### src/logic/spr_pkg.sv
/*
 * Constants for the step-1/step-2 light-diode routing register bank:
 * register indices, field positions, reset values and routing codes.
 * Assumes one bus word per register, byte address = 4 * index.
 */
package spr_pkg;

	localparam int SPR_IDX_W = 8;
	localparam int SPR_DIODES = 6;
	localparam int SPR_MODS = 3;
	localparam int SPR_CODE_W = 2;
	localparam int SPR_ROUTE_W = SPR_DIODES * SPR_CODE_W;
	localparam int SPR_GAIN_W = 4;
	localparam int SPR_STEPS = 4;

	// register indices
	localparam logic [SPR_IDX_W-1:0] SPR_IDX_S1_GAIN_LOW = 8'hd6;
	localparam logic [SPR_IDX_W-1:0] SPR_IDX_S1_GAIN_HIGH = 8'hd7;
	localparam logic [SPR_IDX_W-1:0] SPR_IDX_S2_GAIN_LOW = 8'hd8;
	localparam logic [SPR_IDX_W-1:0] SPR_IDX_S2_GAIN_HIGH = 8'hd9;
	localparam logic [SPR_IDX_W-1:0] SPR_IDX_S1_ROUTE_LOW = 8'hde;
	localparam logic [SPR_IDX_W-1:0] SPR_IDX_S1_ROUTE_HIGH = 8'hdf;
	localparam logic [SPR_IDX_W-1:0] SPR_IDX_S2_ROUTE_LOW = 8'he0;
	localparam logic [SPR_IDX_W-1:0] SPR_IDX_S2_ROUTE_HIGH = 8'he1;
	localparam logic [SPR_IDX_W-1:0] SPR_IDX_STATUS = 8'hf0;

	// reset values
	localparam logic [7:0] SPR_RST_S1_ROUTE_LOW = 8'h84;
	localparam logic [7:0] SPR_RST_S1_ROUTE_HIGH = 8'hf3;
	localparam logic [7:0] SPR_RST_S2_ROUTE_LOW = 8'h07;
	localparam logic [7:0] SPR_RST_S2_ROUTE_HIGH = 8'hf8;
	localparam logic [7:0] SPR_RST_GAIN_LOW = 8'h88;
	localparam logic [7:0] SPR_RST_GAIN_HIGH = 8'h08;
	localparam logic [SPR_GAIN_W-1:0] SPR_GAIN_RST = 4'h8;

	// field positions inside the high routing and gain registers
	localparam int SPR_MASK_LSB = 4;
	localparam int SPR_MASK_W = 4;
	localparam int SPR_HIGH_ROUTE_W = 4;
	localparam int SPR_GAIN_HIGH_W = 4;
	// status register fields
	localparam int SPR_STAT_ACTIVE = 0;
	localparam int SPR_STAT_STEP_LSB = 1;
	localparam int SPR_STAT_VALID = 3;

	// routing codes
	localparam logic [SPR_CODE_W-1:0] SPR_CODE_NONE = 2'h0;
	localparam logic [SPR_CODE_W-1:0] SPR_CODE_MOD0 = 2'h1;
	localparam logic [SPR_CODE_W-1:0] SPR_CODE_MOD1 = 2'h2;
	localparam logic [SPR_CODE_W-1:0] SPR_CODE_MOD2 = 2'h3;

	localparam logic [1:0] SPR_STEP1 = 2'h1;
	localparam logic [1:0] SPR_STEP2 = 2'h2;

endpackage : spr_pkg

### src/logic/spr_diode_router_regs.sv
/*
 * Routing and gain-control configuration bank for measurement_stepper
 * steps 1 and 2, a classic Wishbone slave, plus the per-step latch that
 * presents the configuration of the running step to the analog side.
 * Assumes step_start/step_end come from the measurement_stepper on ref_clk.
 */
`timescale 1ns/1ps
module spr_diode_router_regs
	import spr_pkg::*;
#(
	parameter int ADR_W = 10
)
(
	input wire logic ref_clk,
	input wire logic sys_rst,
	input wire logic clk_en,
	input wire logic wb_cyc_i,
	input wire logic wb_stb_i,
	input wire logic wb_we_i,
	input wire logic [ADR_W-1:0] wb_adr_i,
	input wire logic [3:0] wb_sel_i,
	input wire logic [31:0] wb_dat_i,
	output logic [31:0] wb_dat_o,
	output logic wb_ack_o,
	input wire logic step_start,
	input wire logic [1:0] step_index,
	input wire logic step_end,
	output logic step_active,
	output logic route_valid,
	output logic [SPR_DIODES-1:0] mod0_diodes,
	output logic [SPR_DIODES-1:0] mod1_diodes,
	output logic [SPR_DIODES-1:0] mod2_diodes,
	output logic [SPR_GAIN_W-1:0] mod0_gain,
	output logic [SPR_GAIN_W-1:0] mod1_gain,
	output logic [SPR_GAIN_W-1:0] mod2_gain,
	output logic saturation_gain_en,
	output logic predictive_gain_en
);

	localparam int REG_W = 8; // one byte of each bus word is a register
	// index sits above the two byte-lane bits, so the address must reach that far
	if (ADR_W < SPR_IDX_W + 2)
	begin : g_bad_adr_w
		$error("spr_diode_router_regs: ADR_W too small for the register map");
	end
	// the step mask shares the high byte with the two upper diode fields
	if (SPR_MASK_LSB != SPR_HIGH_ROUTE_W || SPR_MASK_LSB + SPR_MASK_W != REG_W)
	begin : g_bad_high_layout
		$error("spr_diode_router_regs: high routing byte layout does not fit");
	end
	// one mask bit per step, one code per modulator plus the unconnected code
	if (SPR_MASK_W != SPR_STEPS || (1 << SPR_CODE_W) != SPR_MODS + 1)
	begin : g_bad_code_map
		$error("spr_diode_router_regs: mask or routing code width does not fit");
	end
	if (SPR_ROUTE_W != REG_W + SPR_HIGH_ROUTE_W)
	begin : g_bad_route_w
		$error("spr_diode_router_regs: route width does not match the two registers");
	end

	logic [7:0] s1_route_low, s1_route_high, s2_route_low, s2_route_high;
	logic [7:0] s1_gain_low, s1_gain_high, s2_gain_low, s2_gain_high;
	logic [7:0] next_s1_route_low, next_s1_route_high;
	logic [7:0] next_s2_route_low, next_s2_route_high;
	logic [7:0] next_s1_gain_low, next_s1_gain_high;
	logic [7:0] next_s2_gain_low, next_s2_gain_high;
	logic [31:0] next_dat;
	logic next_ack;
	logic [1:0] cur_step, next_cur_step;
	logic next_active, next_valid, next_sat, next_pred;
	logic [SPR_DIODES-1:0] next_m0, next_m1, next_m2;
	logic [SPR_GAIN_W-1:0] next_g0, next_g1, next_g2;

	logic [SPR_IDX_W-1:0] idx;
	logic wr_take;
	logic [SPR_ROUTE_W-1:0] s1_route, s2_route, sel_route;
	logic [SPR_MASK_W-1:0] sat_mask, pred_mask;
	logic [SPR_DIODES-1:0] pick_m0, pick_m1, pick_m2;
	logic [7:0] sel_gain_low, sel_gain_high;
	logic sel_owned;

	assign idx = wb_adr_i[SPR_IDX_W+1:2];
	// write lands on the edge where ack is seen high by the master; only byte lane 0
	// holds a register, so a write without that lane is dropped
	assign wr_take = wb_cyc_i & wb_stb_i & wb_we_i & wb_ack_o & wb_sel_i[0];
	// route vectors: diode d at bits 2d+1:2d, upper diodes above the low byte
	assign s1_route = {s1_route_high[SPR_HIGH_ROUTE_W-1:0], s1_route_low};
	assign s2_route = {s2_route_high[SPR_HIGH_ROUTE_W-1:0], s2_route_low};
	assign sat_mask = s1_route_high[SPR_MASK_LSB +: SPR_MASK_W];
	assign pred_mask = s2_route_high[SPR_MASK_LSB +: SPR_MASK_W];

	// bus side: register writes and read data
	always_comb
	begin
		next_s1_route_low = s1_route_low;
		next_s1_route_high = s1_route_high;
		next_s2_route_low = s2_route_low;
		next_s2_route_high = s2_route_high;
		next_s1_gain_low = s1_gain_low;
		next_s1_gain_high = s1_gain_high;
		next_s2_gain_low = s2_gain_low;
		next_s2_gain_high = s2_gain_high;
		// registered ack drops after one cycle; a master that does not gap is answered twice
		next_ack = wb_cyc_i & wb_stb_i & ~wb_ack_o;
		next_dat = wb_dat_o;
		if (wr_take)
		begin
			if (idx == SPR_IDX_S1_ROUTE_LOW)
				next_s1_route_low = wb_dat_i[7:0];
			else if (idx == SPR_IDX_S1_ROUTE_HIGH)
				next_s1_route_high = wb_dat_i[7:0];
			else if (idx == SPR_IDX_S2_ROUTE_LOW)
				next_s2_route_low = wb_dat_i[7:0];
			else if (idx == SPR_IDX_S2_ROUTE_HIGH)
				next_s2_route_high = wb_dat_i[7:0];
			else if (idx == SPR_IDX_S1_GAIN_LOW)
				next_s1_gain_low = wb_dat_i[7:0];
			// reserved gain-high bits never store, so they read back as zero
			else if (idx == SPR_IDX_S1_GAIN_HIGH)
				next_s1_gain_high = {4'h0, wb_dat_i[SPR_GAIN_HIGH_W-1:0]};
			else if (idx == SPR_IDX_S2_GAIN_LOW)
				next_s2_gain_low = wb_dat_i[7:0];
			else if (idx == SPR_IDX_S2_GAIN_HIGH)
				next_s2_gain_high = {4'h0, wb_dat_i[SPR_GAIN_HIGH_W-1:0]};
		end
		if (next_ack && !wb_we_i)
		begin
			if (idx == SPR_IDX_S1_ROUTE_LOW)
				next_dat = {24'h0, s1_route_low};
			else if (idx == SPR_IDX_S1_ROUTE_HIGH)
				next_dat = {24'h0, s1_route_high};
			else if (idx == SPR_IDX_S2_ROUTE_LOW)
				next_dat = {24'h0, s2_route_low};
			else if (idx == SPR_IDX_S2_ROUTE_HIGH)
				next_dat = {24'h0, s2_route_high};
			else if (idx == SPR_IDX_S1_GAIN_LOW)
				next_dat = {24'h0, s1_gain_low};
			else if (idx == SPR_IDX_S1_GAIN_HIGH)
				next_dat = {24'h0, s1_gain_high};
			else if (idx == SPR_IDX_S2_GAIN_LOW)
				next_dat = {24'h0, s2_gain_low};
			else if (idx == SPR_IDX_S2_GAIN_HIGH)
				next_dat = {24'h0, s2_gain_high};
			else if (idx == SPR_IDX_STATUS)
				next_dat = {28'h0, route_valid, cur_step, step_active};
			else
				next_dat = 32'h0;
		end
		else if (next_ack)
			next_dat = 32'h0;
	end

	always_ff @(posedge ref_clk)
	begin
		if (sys_rst)
		begin
			s1_route_low <= SPR_RST_S1_ROUTE_LOW;
			s1_route_high <= SPR_RST_S1_ROUTE_HIGH;
			s2_route_low <= SPR_RST_S2_ROUTE_LOW;
			s2_route_high <= SPR_RST_S2_ROUTE_HIGH;
			s1_gain_low <= SPR_RST_GAIN_LOW;
			s1_gain_high <= SPR_RST_GAIN_HIGH;
			s2_gain_low <= SPR_RST_GAIN_LOW;
			s2_gain_high <= SPR_RST_GAIN_HIGH;
			wb_ack_o <= 1'b0;
			wb_dat_o <= 32'h0;
		end
		else if (clk_en)
		begin
			s1_route_low <= next_s1_route_low;
			s1_route_high <= next_s1_route_high;
			s2_route_low <= next_s2_route_low;
			s2_route_high <= next_s2_route_high;
			s1_gain_low <= next_s1_gain_low;
			s1_gain_high <= next_s1_gain_high;
			s2_gain_low <= next_s2_gain_low;
			s2_gain_high <= next_s2_gain_high;
			wb_ack_o <= next_ack;
			wb_dat_o <= next_dat;
		end
	end

	// route and gains of the requested step; steps 0 and 3 belong to a neighbouring
	// bank, so this one offers no route and the reset gain for them
	always_comb
	begin
		sel_route = '0;
		sel_gain_low = SPR_RST_GAIN_LOW;
		sel_gain_high = SPR_RST_GAIN_HIGH;
		sel_owned = 1'b0;
		if (step_index == SPR_STEP1)
		begin
			sel_route = s1_route;
			sel_gain_low = s1_gain_low;
			sel_gain_high = s1_gain_high;
			sel_owned = 1'b1;
		end
		else if (step_index == SPR_STEP2)
		begin
			sel_route = s2_route;
			sel_gain_low = s2_gain_low;
			sel_gain_high = s2_gain_high;
			sel_owned = 1'b1;
		end
	end

	// per-diode decode: one code per diode, so a diode never feeds two modulators
	for (genvar d = 0; d < SPR_DIODES; d++)
	begin : g_diode
		logic [SPR_CODE_W-1:0] field;
		assign field = sel_route[d*SPR_CODE_W +: SPR_CODE_W];
		assign pick_m0[d] = (field == SPR_CODE_MOD0);
		assign pick_m1[d] = (field == SPR_CODE_MOD1);
		assign pick_m2[d] = (field == SPR_CODE_MOD2);
	end

	// step side: snapshot at step start so mid-step writes cannot glitch the analog path
	always_comb
	begin
		next_cur_step = cur_step;
		next_active = step_active;
		next_valid = route_valid;
		next_sat = saturation_gain_en;
		next_pred = predictive_gain_en;
		next_m0 = mod0_diodes;
		next_m1 = mod1_diodes;
		next_m2 = mod2_diodes;
		next_g0 = mod0_gain;
		next_g1 = mod1_gain;
		next_g2 = mod2_gain;
		if (step_start)
		begin
			next_cur_step = step_index;
			next_active = 1'b1;
			next_valid = sel_owned;
			next_sat = sat_mask[step_index];
			next_pred = pred_mask[step_index];
			next_m0 = pick_m0;
			next_m1 = pick_m1;
			next_m2 = pick_m2;
			next_g0 = sel_gain_low[SPR_GAIN_W-1:0];
			next_g1 = sel_gain_low[2*SPR_GAIN_W-1:SPR_GAIN_W];
			next_g2 = sel_gain_high[SPR_GAIN_W-1:0];
		end
		else if (step_end)
		begin
			// routing and gains stay put until the next start; only step_active and the two gain enables drop
			next_active = 1'b0;
			next_sat = 1'b0;
			next_pred = 1'b0;
		end
	end

	always_ff @(posedge ref_clk)
	begin
		if (sys_rst)
		begin
			cur_step <= 2'h0;
			step_active <= 1'b0;
			route_valid <= 1'b0;
			saturation_gain_en <= 1'b0;
			predictive_gain_en <= 1'b0;
			mod0_diodes <= '0;
			mod1_diodes <= '0;
			mod2_diodes <= '0;
			mod0_gain <= SPR_GAIN_RST;
			mod1_gain <= SPR_GAIN_RST;
			mod2_gain <= SPR_GAIN_RST;
		end
		else if (clk_en)
		begin
			cur_step <= next_cur_step;
			step_active <= next_active;
			route_valid <= next_valid;
			saturation_gain_en <= next_sat;
			predictive_gain_en <= next_pred;
			mod0_diodes <= next_m0;
			mod1_diodes <= next_m1;
			mod2_diodes <= next_m2;
			mod0_gain <= next_g0;
			mod1_gain <= next_g1;
			mod2_gain <= next_g2;
		end
	end

endmodule : spr_diode_router_regs

### config.mk
export PLATFORM = sky130hd
export DESIGN_NAME = spr_diode_router_regs
export DESIGN_NICKNAME = d
export VERILOG_FILES = /design/src/logic/spr_pkg.sv /design/src/logic/spr_diode_router_regs.sv
export SDC_FILE = /design/constraint.sdc
export NUM_CORES = 1
export LEC_CHECK = 0
export ABC_CLOCK_PERIOD_IN_PS = 2500
export BUFFER_PORTS_ARGS = -buffer_cell sky130_fd_sc_hd__clkbuf_2
export CORE_UTILIZATION = 53
export DETAILED_ROUTE_END_ITERATION = 7
export PLACE_DENSITY = 0.87
export SLEW_MARGIN = 20
export SYNTH_ARGS = -nofsm -noshare
export SYNTH_HDL_FRONTEND = slang
export SYNTH_SLANG_ARGS = --single-unit
### constraint.sdc
create_clock -name ref_clk -period 2.5 [get_ports ref_clk]
set_input_delay 0.5 -clock ref_clk [delete_from_list [all_inputs] [get_ports ref_clk]]
set_output_delay 0.5 -clock ref_clk [all_outputs]
set_load 0.01 [all_outputs]
==> flow_metrics.py, run 1 <==
metrics = {
    "final_layout": {
        "nFillCells": 701,
        "multiInputGateArea_sq_um": 2596,
        "design_area_sq_um": 5577,
        "synthToLayoutAreaGrowth_pct": 13.15,
        "fin_cells": 772,
        "fin_nets": 717,
        "ff_latch_area_sq_um": 2022,
        "final_util_pct": 63.02,
        "diodes": 0,
        "drive_above_1_share_pct": 19.88,
    },
    "critical_path": {
        "path_class": "in -> reg",
        "crit_required_ns": 2.73,
        "cp-end-kind": "flip-flop",
        "cp_slowest_cell": "or4b_4",
        "critPathLaunch": "wb_adr_i[5]",
        "r2r_slack_ns": 0.69,
        "r2r-start": "wb_ack_o",
        "max_stage_delay_ns": 0.57,
        "arrival_ns": 2.41,
        "worstPathCellList": "clkbuf_2, or4b_4, or3_1, nand4_2, mux2i_1, nor2_1",
        "worstPathMaxFanout": 8,
        "r2r_cells": 5,
        "worstSetupStartpointType": "input pin",
    },
    "yosys": {
        "synth_common_cells": "dfxtp_1, nor2_1, nand2_1, mux2i_1, a21oi_1",
        "synth.distinct_cells": 51,
        "synth_top_area_cell": "dfxtp_1",
        "syn_area_per_cell_sq_um": 8.311,
        "syn-instance-count": 593,
        "ys_async_sr_fraction_pct": 0,
        "synth_ff_type": "dfxtp_1",
        "synth_area_sq_um": 4928,
        "ys_warn_count": 0,
        "yosys_register_bits": 101,
        "synth_edf_count": 0,
        "yosysMostFrequentCell": "dfxtp_1",
        "yosys-top-cells-area": "dfxtp_1, mux2i_1, nor2_1",
        "synth_seq_area_share_pct": 41.03,
        "netlist.area_leader.share_pct": 41.03,
    },
    "floorplan": {
        "die_h_microns": 98.43,
        "rows": 34,
        "dieArea_sq_um": 9688,
        "ios": 123,
        "dieWidth_microns": 98.43,
        "start_util_pct": 55.70,
        "coreArea_sq_um": 8848,
    },
    "clocking": {
        "h-tree-depth": 3,
        "clkSinkCount": 101,
        "cts_hold_buf": 0,
        "ctsResizeCount": 0,
        "cts_buffer_depth": 2,
        "clk_latency_ns": 0.37,
        "root_buffer": "clkbuf_8",
        "cts_tree": "yes",
        "postCtsSetupRepairBufs": 0,
        "numCtsBuffers": 9,
        "cts.clk_slew.worst_paths_ns": 0.09,
    },
    "hold_path": {
        "hold_depth": 4,
        "hp-class": "in -> reg",
        "hold_start": "step_end",
    },
    "sta": {
        "final_max_slew_viol_count": 0,
        "fin_skew_ns": 0.01492,
        "tightest_slew_ns": 0.7443,
        "setup_violations": 0,
        "post-route-min-period_ns": 2.183,
        "fmax_mhz": 458.0,
        "rsz0062_at_grt": "false",
        "relSlewSlack_pct": 50.38,
        "hold_viol_final": 0,
        "holdWs_ns": 0.4655,
        "fin_crit_sh_pct": 87.33,
        "setup_ws_ns": 0.3167,
    },
    "global_routing": {
        "grt_max_degree": 76,
        "grt_pass1_wl_microns": 21490,
        "grt_use_total_pct": 27.92,
        "grt-ovfl-total": 0,
        "antenna_found_initial": 0,
        "grt_pass1_vias": 4415,
    },
    "drt": {
        "via_count": 4667,
        "drtIter0Drc": 441,
        "drc": 13,
        "wl_per_cell_microns": 17.39,
        "routed_wl_microns": 13430,
        "ant_nets": 0,
        "dr.pass1.iters": 8,
        "viasPerCell": 6.045,
    },
    "power": {
        "leakage_nw": 2.312,
        "p_sw_share_pct": 27.67,
        "p_int_mw": 2.134,
        "ir_worst_vdd_mv": 0.2882,
        "p_sw_uw": 816.4,
        "p_comb_share_pct": 10.1,
        "clkPwrFrac_pct": 34.1,
        "pwr-share-seq_pct": 55.8,
        "power.density_nw_per_um2": 529.0,
    },
    "run_status": {
        "status": "complete, but fails checks",
        "violations": "DRC",
    },
    "run": {
        "cap_violations": 0,
    },
    "place": {
        "place_ws_ns": -0.03201,
        "dpl_cell_area_sq_um": 5385,
        "dp_hpwl_microns": 9698,
        "place.gp.congestion": 0.9550,
        "io_buffers": 69,
        "placed_cells": 756,
    },
}
stage by stage:
step,TNS (ns),power [mW]
3_5_place_dp,-0.3359,1.975
2_1_floorplan,0,1.886
6_report,0,2.950
4_1_cts,0,2.950
3_3_place_gp,0,1.964
5_1_grt,0,3.052
registers in the layout (all words and copies together) (netlist names):
register / cells
mod1_gain: 4
route_valid: 1
mod2_gain: 4
wb_dat_o: 8
s1_route_high: 8
s2_gain_low: 8
mod0_diodes: 6
wb_ack_o: 1
s2_route_low: 8
saturation_gain_en: 1
step_active: 1
s1_route_low: 8
s1_gain_high: 4
mod1_diodes: 6
predictive_gain_en: 1
s2_route_high: 8
s1_gain_low: 8
s2_gain_high: 4
cur_step: 2
mod0_gain: 4
mod2_diodes: 6
cells in the final DEF, fill, tap and decap left out, types with 14 or more instances in the layout:
cell and n:
a21oi_1 38, buf_4 28, clkbuf_2 69, conb_1 24
dfxtp_1 101, inv_1 14, mux2i_1 51, nand2_1 74
nor2_1 78, o211ai_1 14, o21ai_0 34
critical path, delay by kind of cell:
kind / cells / cell delay (ns)
mux: 1 / 0.24
buf+inv: 1 / 0.12
simple gates: 4 / 1.55
path summary, 6_finish.rpt:
| kind | to |
|---|---|
| max | s1_gain_low[0] |
| min | step_active |
| max reg2reg | s2_gain_high[1] |
| min reg2reg | cur_step[0] |
layer usage:
layer	up-vias	routed length [microns]	track usage, %	share of wire, %
met4	0	424	11.94	3.2
met2	264	6320	46.59	47
met5	-	0	0	0
met3	37	1222	5.674	9.1
li1	2168	-	-	-
met1	2198	5460	35.24	41
final cells by class:
class,count,share of cell area [%]
repair buffers,98,10.32
inverters,15,1.010
flip-flops and latches,101,36.26
multi-input cells,434,46.56
clock buffers,10,2.468
clock inverters,6,0.9648
well taps,108,2.423
cell families (layout without fill, tap and decap cells):
logic type               after synthesis  after routing  synth area share [%]
AO/OA/AOI/OAI                        135            135                 17.16
adder cells (fa/ha/maj)                2              2                0.5077
buffers and inverters                 81            129                 8.048
flip-flops                           101            101                 41.03
multiplexers                          56             56                 11.96
other                                  1             24               0.07609
AND/OR/NAND/NOR                      217            217                 21.22
power by group through the flow:
stage          clock (mW)  sequential (mW)  combinational [mW]
6_report             1.01             1.65               0.298
5_1_grt              1.08             1.65               0.322
4_1_cts              1.01             1.65               0.292
3_5_place_dp            0             1.68               0.291
3_3_place_gp            0             1.68               0.281
2_1_floorplan           0             1.69               0.192
Note: power is estimated with default switching activity, not from simulation.
==> run 2, diff against run 1 <==
CORE_MARGIN = 5   (was unset)
==> run 2 against run 1 <==
Effect of this change:
- the flow now finishes without violations
- largest cell class unchanged
- global-route usage down 3.5 points
- critical path depth up 2
- via count down 1.0%
- first-iteration DRC count down 1.4%
- clock power about the same
- combinational power about the same
- clock skew down 0.0055 ns
- non-clock buffer count up 3
- setup slack better by 0.087 ns
==> flow_metrics.py, run 2 (same netlist as run 1, synthesis figures left out) <==
metrics = {
    "run_status": {
        "status": "finished clean",
    },
    "clocking": {
        "cts_buffer_depth": 2,
        "clk_latency_ns": 0.38,
        "ctsResizeCount": 0,
        "h-tree-depth": 3,
        "root_buffer": "clkbuf_8",
        "cts_hold_buf": 0,
        "cts_tree": "yes",
        "cts.clk_slew.worst_paths_ns": 0.10,
        "numCtsBuffers": 9,
        "postCtsSetupRepairBufs": 0,
        "clkSinkCount": 101,
    },
    "final_layout": {
        "ff_latch_area_sq_um": 2022,
        "drive_above_1_share_pct": 20.24,
        "layout_common_cells": "dfxtp_1, nor2_1, nand2_1",
        "nFillCells": 784,
        "synthToLayoutAreaGrowth_pct": 13.23,
        "multiInputGateArea_sq_um": 2596,
        "fin_nets": 720,
        "layout_commonest_cell": "dfxtp_1",
        "final_util_pct": 60.97,
        "diodes": 0,
    },
    "place": {
        "dp_hpwl_microns": 9786,
        "place.gp.congestion": 0.9641,
        "io_buffers": 69,
        "place_ws_ns": 0.02610,
    },
    "global_routing": {
        "antenna_found_initial": 1,
        "grt_pass1_wl_microns": 22150,
        "grt_use_total_pct": 24.38,
        "grt-ovfl-total": 0,
        "grt_pass1_vias": 4553,
        "grt_max_degree": 76,
    },
    "critical_path": {
        "cp-end-kind": "flip-flop",
        "r2r_slack_ns": 0.64,
        "r2r-start": "wb_ack_o",
        "cp_slowest_cell": "or4b_4",
        "crit_path_frequent_cell": "buf_4",
        "path_class": "in -> reg",
        "worstPathMaxFanout": 13,
        "crit_family": "simple AND/OR/NAND/NOR gates",
        "arrival_ns": 2.34,
        "worstPathCellList": "clkbuf_2, or4b_4, or3_1, buf_4, nor3_4, buf_4, mux2i_1, nor2_1",
        "worstReg2RegEnd": "s1_gain_high[1]",
        "r2r_cells": 6,
        "max_stage_delay_ns": 0.54,
        "crit_required_ns": 2.74,
        "worstSetupStartpointType": "input pin",
        "path_buf_inv": 3,
    },
    "hold_path": {
        "hold_start": "step_end",
        "hold_depth": 4,
        "hp-class": "in -> reg",
        "min_to": "step_active",
    },
    "floorplan": {
        "ios": 123,
        "dieWidth_microns": 106.4,
        "die_h_microns": 106.4,
        "coreArea_sq_um": 9153,
        "start_util_pct": 53.85,
        "rows": 35,
        "dieArea_sq_um": 11330,
    },
    "sta": {
        "fin_crit_sh_pct": 83.86,
        "tns_ns": 0,
        "holdWs_ns": 0.4310,
        "setup_ws_ns": 0.4035,
        "fmax_mhz": 477.0,
        "final_max_slew_viol_count": 0,
        "relSlewSlack_pct": 51.66,
        "setup_violations": 0,
        "rsz0062_at_grt": "false",
        "fin_skew_ns": 0.009462,
        "tightest_slew_ns": 0.7250,
        "post-route-min-period_ns": 2.097,
        "hold_viol_final": 0,
    },
    "drt": {
        "drtIter0Drc": 435,
        "via_count": 4618,
        "drc": 0,
        "ant_nets": 0,
        "routed_wl_microns": 13500,
        "viasPerCell": 5.936,
        "wl_per_cell_microns": 17.36,
        "dr.pass1.iters": 5,
    },
    "power": {
        "ir_worst_vdd_mv": 0.2518,
        "power.density_nw_per_um2": 524.6,
        "leakage_nw": 2.318,
        "total_power_mw": 2.928,
    },
    "run": {
        "cap_violations": 0,
    },
}
[run 2: final cells by class]
type / count / area share (%)
Inverter: 15 / 1.009
Multi-Input combinational cell: 434 / 46.52
Timing Repair Buffer: 101 / 10.49
Clock buffer: 9 / 2.220
Clock inverter: 7 / 1.031
Sequential cell: 101 / 36.23
Tap cell: 111 / 2.489
[run 2: worst register-to-register path, delay by kind of cell, from the launching register on]
family	cells	cell delay, ns
simple gates	4	0.93
mux	1	0.19
flops	1	0.39
buf+inv	1	0.21
[run 2: where the power goes]
group | internal (mW) | switching [mW] | total, mW | leakage (nW)
Sequential | 1.63 | 0.0135 | 1.65 | 0.819
Clock | 0.376 | 0.608 | 0.984 | 0.0881
Combinational | 0.0974 | 0.200 | 0.298 | 1.41
[run 2: per-layer routing]
| layer | part of all wire [%] | track usage [%] |
|---|---|---|
| met1 | 42 | 31.67 |
| met4 | 3.1 | 11.14 |
| met5 | 0.096 | 0 |
| met3 | 9.7 | 6.254 |
| met2 | 46 | 38.10 |
[run 2: worst max path at each step]
stage	from	endpoint	slack [ns]	cells past startpoint
6_report	wb_adr_i[3]	s2_route_low[5]	0.40	8
5_1_grt	wb_adr_i[3]	s2_route_low[7]	0.33	8
4_1_cts	wb_adr_i[3]	s2_route_low[5]	0.41	8
3_5_place_dp	wb_adr_i[3]	s2_route_low[5]	0.03	8
3_3_place_gp	wb_adr_i[3]	s2_route_high[6]	0.09	8
2_1_floorplan	wb_adr_i[3]	s2_route_high[5]	0.21	6
[run 2: metrics by stage]
stage	cell area [sq um]	std cells
global route	5580	778
global placement	5399	762
CTS	5580	778
finish	5580	778
floorplan	5015	616
detailed placement	5399	762
==> run 3, diff against run 2 <==
ABC_CLOCK_PERIOD_IN_PS = 1900   (was 2500)
CORE_UTILIZATION = 48   (was 53)
PLACE_DENSITY = 0.83   (was 0.87)
clock period = 1.9 ns   (was 2.5 ns; I/O delays follow)
==> run 3 against run 2 <==
Effect of this change:
- non-clock buffer count up 22
- setup slack worse by 0.32 ns
- die area up 9.4%
- utilization down 2.6 points
- sequential share of layout area down 2.2 points
- flip-flop and latch count unchanged
- clock skew up 0.0063 ns
- via count up 2.8%
- wire length up 4.8%
- clock-buffer cell count unchanged
- first-iteration DRC count down 29%
==> flow_metrics.py, run 3 (same netlist as run 1, synthesis figures left out) <==
metrics = {
    "run_status": {
        "status": "finished clean",
    },
    "floorplan": {
        "dieWidth_microns": 111.3,
        "rows": 37,
        "die_h_microns": 111.3,
        "start_util_pct": 48.39,
        "coreArea_sq_um": 10180,
        "dieArea_sq_um": 12390,
        "ios": 123,
    },
    "sta": {
        "setup_violations": 0,
        "hold_viol_final": 0,
        "rsz0062_at_grt": "false",
        "fin_skew_ns": 0.01578,
        "final_max_slew_viol_count": 0,
        "setup_ws_ns": 0.07861,
        "fin_crit_sh_pct": 95.86,
        "post-route-min-period_ns": 1.821,
        "tns_ns": 0,
        "fmax_mhz": 549.0,
        "holdWs_ns": 0.2957,
    },
    "place": {
        "io_buffers": 69,
        "place_ws_ns": -0.4068,
        "dpl_cell_area_sq_um": 5708,
        "placed_cells": 809,
        "place.gp.congestion": 0.9325,
        "dp_hpwl_microns": 10490,
    },
    "hold_path": {
        "hold_depth": 4,
        "hp-class": "in -> reg",
    },
    "final_layout": {
        "fin_nets": 742,
        "diodes": 0,
        "nFillCells": 870,
        "fin_cells": 825,
        "synthToLayoutAreaGrowth_pct": 20.69,
        "design_area_sq_um": 5948,
        "final_util_pct": 58.40,
        "drive_above_1_share_pct": 23.08,
        "layout_common_cells": "dfxtp_1, nor2_1, nand2_1",
        "layout_commonest_cell": "dfxtp_1",
    },
    "power": {
        "ir_worst_vdd_mv": 0.4320,
        "leakage_nw": 2.424,
        "total_power_mw": 4.162,
        "power.density_nw_per_um2": 699.8,
    },
    "global_routing": {
        "grt_pass1_wl_microns": 23170,
        "grt_pass1_vias": 4756,
        "grt_use_total_pct": 22.57,
        "grt-ovfl-total": 0,
        "grt_max_degree": 49,
        "antenna_found_initial": 1,
    },
    "clocking": {
        "root_buffer": "clkbuf_8",
        "clkSinkCount": 101,
        "postCtsSetupRepairBufs": 0,
        "cts_buffer_depth": 2,
        "cts.clk_slew.worst_paths_ns": 0.11,
        "clk_latency_ns": 0.37,
        "h-tree-depth": 3,
        "cts_tree": "yes",
        "numCtsBuffers": 9,
    },
    "critical_path": {
        "crit_required_ns": 2.17,
        "path_class": "in -> reg",
        "cp-end-kind": "flip-flop",
        "arrival_ns": 2.09,
        "r2r_cells": 7,
        "worstPathMaxFanout": 5,
        "worstSetupStartpointType": "input pin",
    },
    "drt": {
        "routed_wl_microns": 14150,
        "viasPerCell": 5.755,
        "dr.pass1.iters": 5,
        "drc": 0,
        "ant_nets": 0,
        "via_count": 4748,
        "wl_per_cell_microns": 17.16,
        "drtIter0Drc": 307,
    },
    "run": {
        "cap_violations": 0,
    },
}
## run 3: cell count changes in the layout (fill, tap and decap cells not counted), moves of 2 or more
cell	change
nand4_4	+2
bufinv_16	+2
clkinvlp_4	-2
buf_12	+7
nand4_2	-2
buf_4	+15
## run 3: worst paths after layout
check / start / end / slack [ns]
max: wb_adr_i[3] / wb_dat_o[0] / 0.08
min: step_end / step_active / 0.30
min reg2reg: cur_step[0] / cur_step[0] / 0.46
max reg2reg: wb_ack_o / s2_route_high[6] / 0.19
## run 3: area by class of cell
type	count	area, sq um	share of cell area (%)
inverter	15	56.30	0.9466
timing repair buffer	123	838.3	14.09
tap	136	170.2	2.861
clock buffer	9	123.9	2.082
multi-input combinational	434	2626	44.15
clock inverter	7	111.4	1.872
sequential	101	2022	33.99
## run 3: repair_timing
action / 4_1_cts / 5_1_grt
gates resized for setup: 1 / 0
hold buffers: 0 / 0
pin swaps: 0 / 1
endpoints found under the setup margin: 6 / 1
## run 3: power by group
group          internal [mW]  switching, mW
clock network          0.769          0.801
logic                  0.152          0.272
registers               2.15         0.0194
## run 3: layer usage
layer	track usage [%]	share of wire, %	vias up
met3	5.000	8.4	41
met1	28.31	41	2247
met4	8.435	3.1	2
met5	0	0.078	-
li1	-	-	2215
met2	38.08	47	243
## run 3: critical path, cell delays in order
cell      delay, ns
clkbuf_2       0.09
or4b_4         0.54
or3_4          0.40
buf_4          0.17
or3_1          0.30
a31oi_1        0.14
nor3_1         0.07
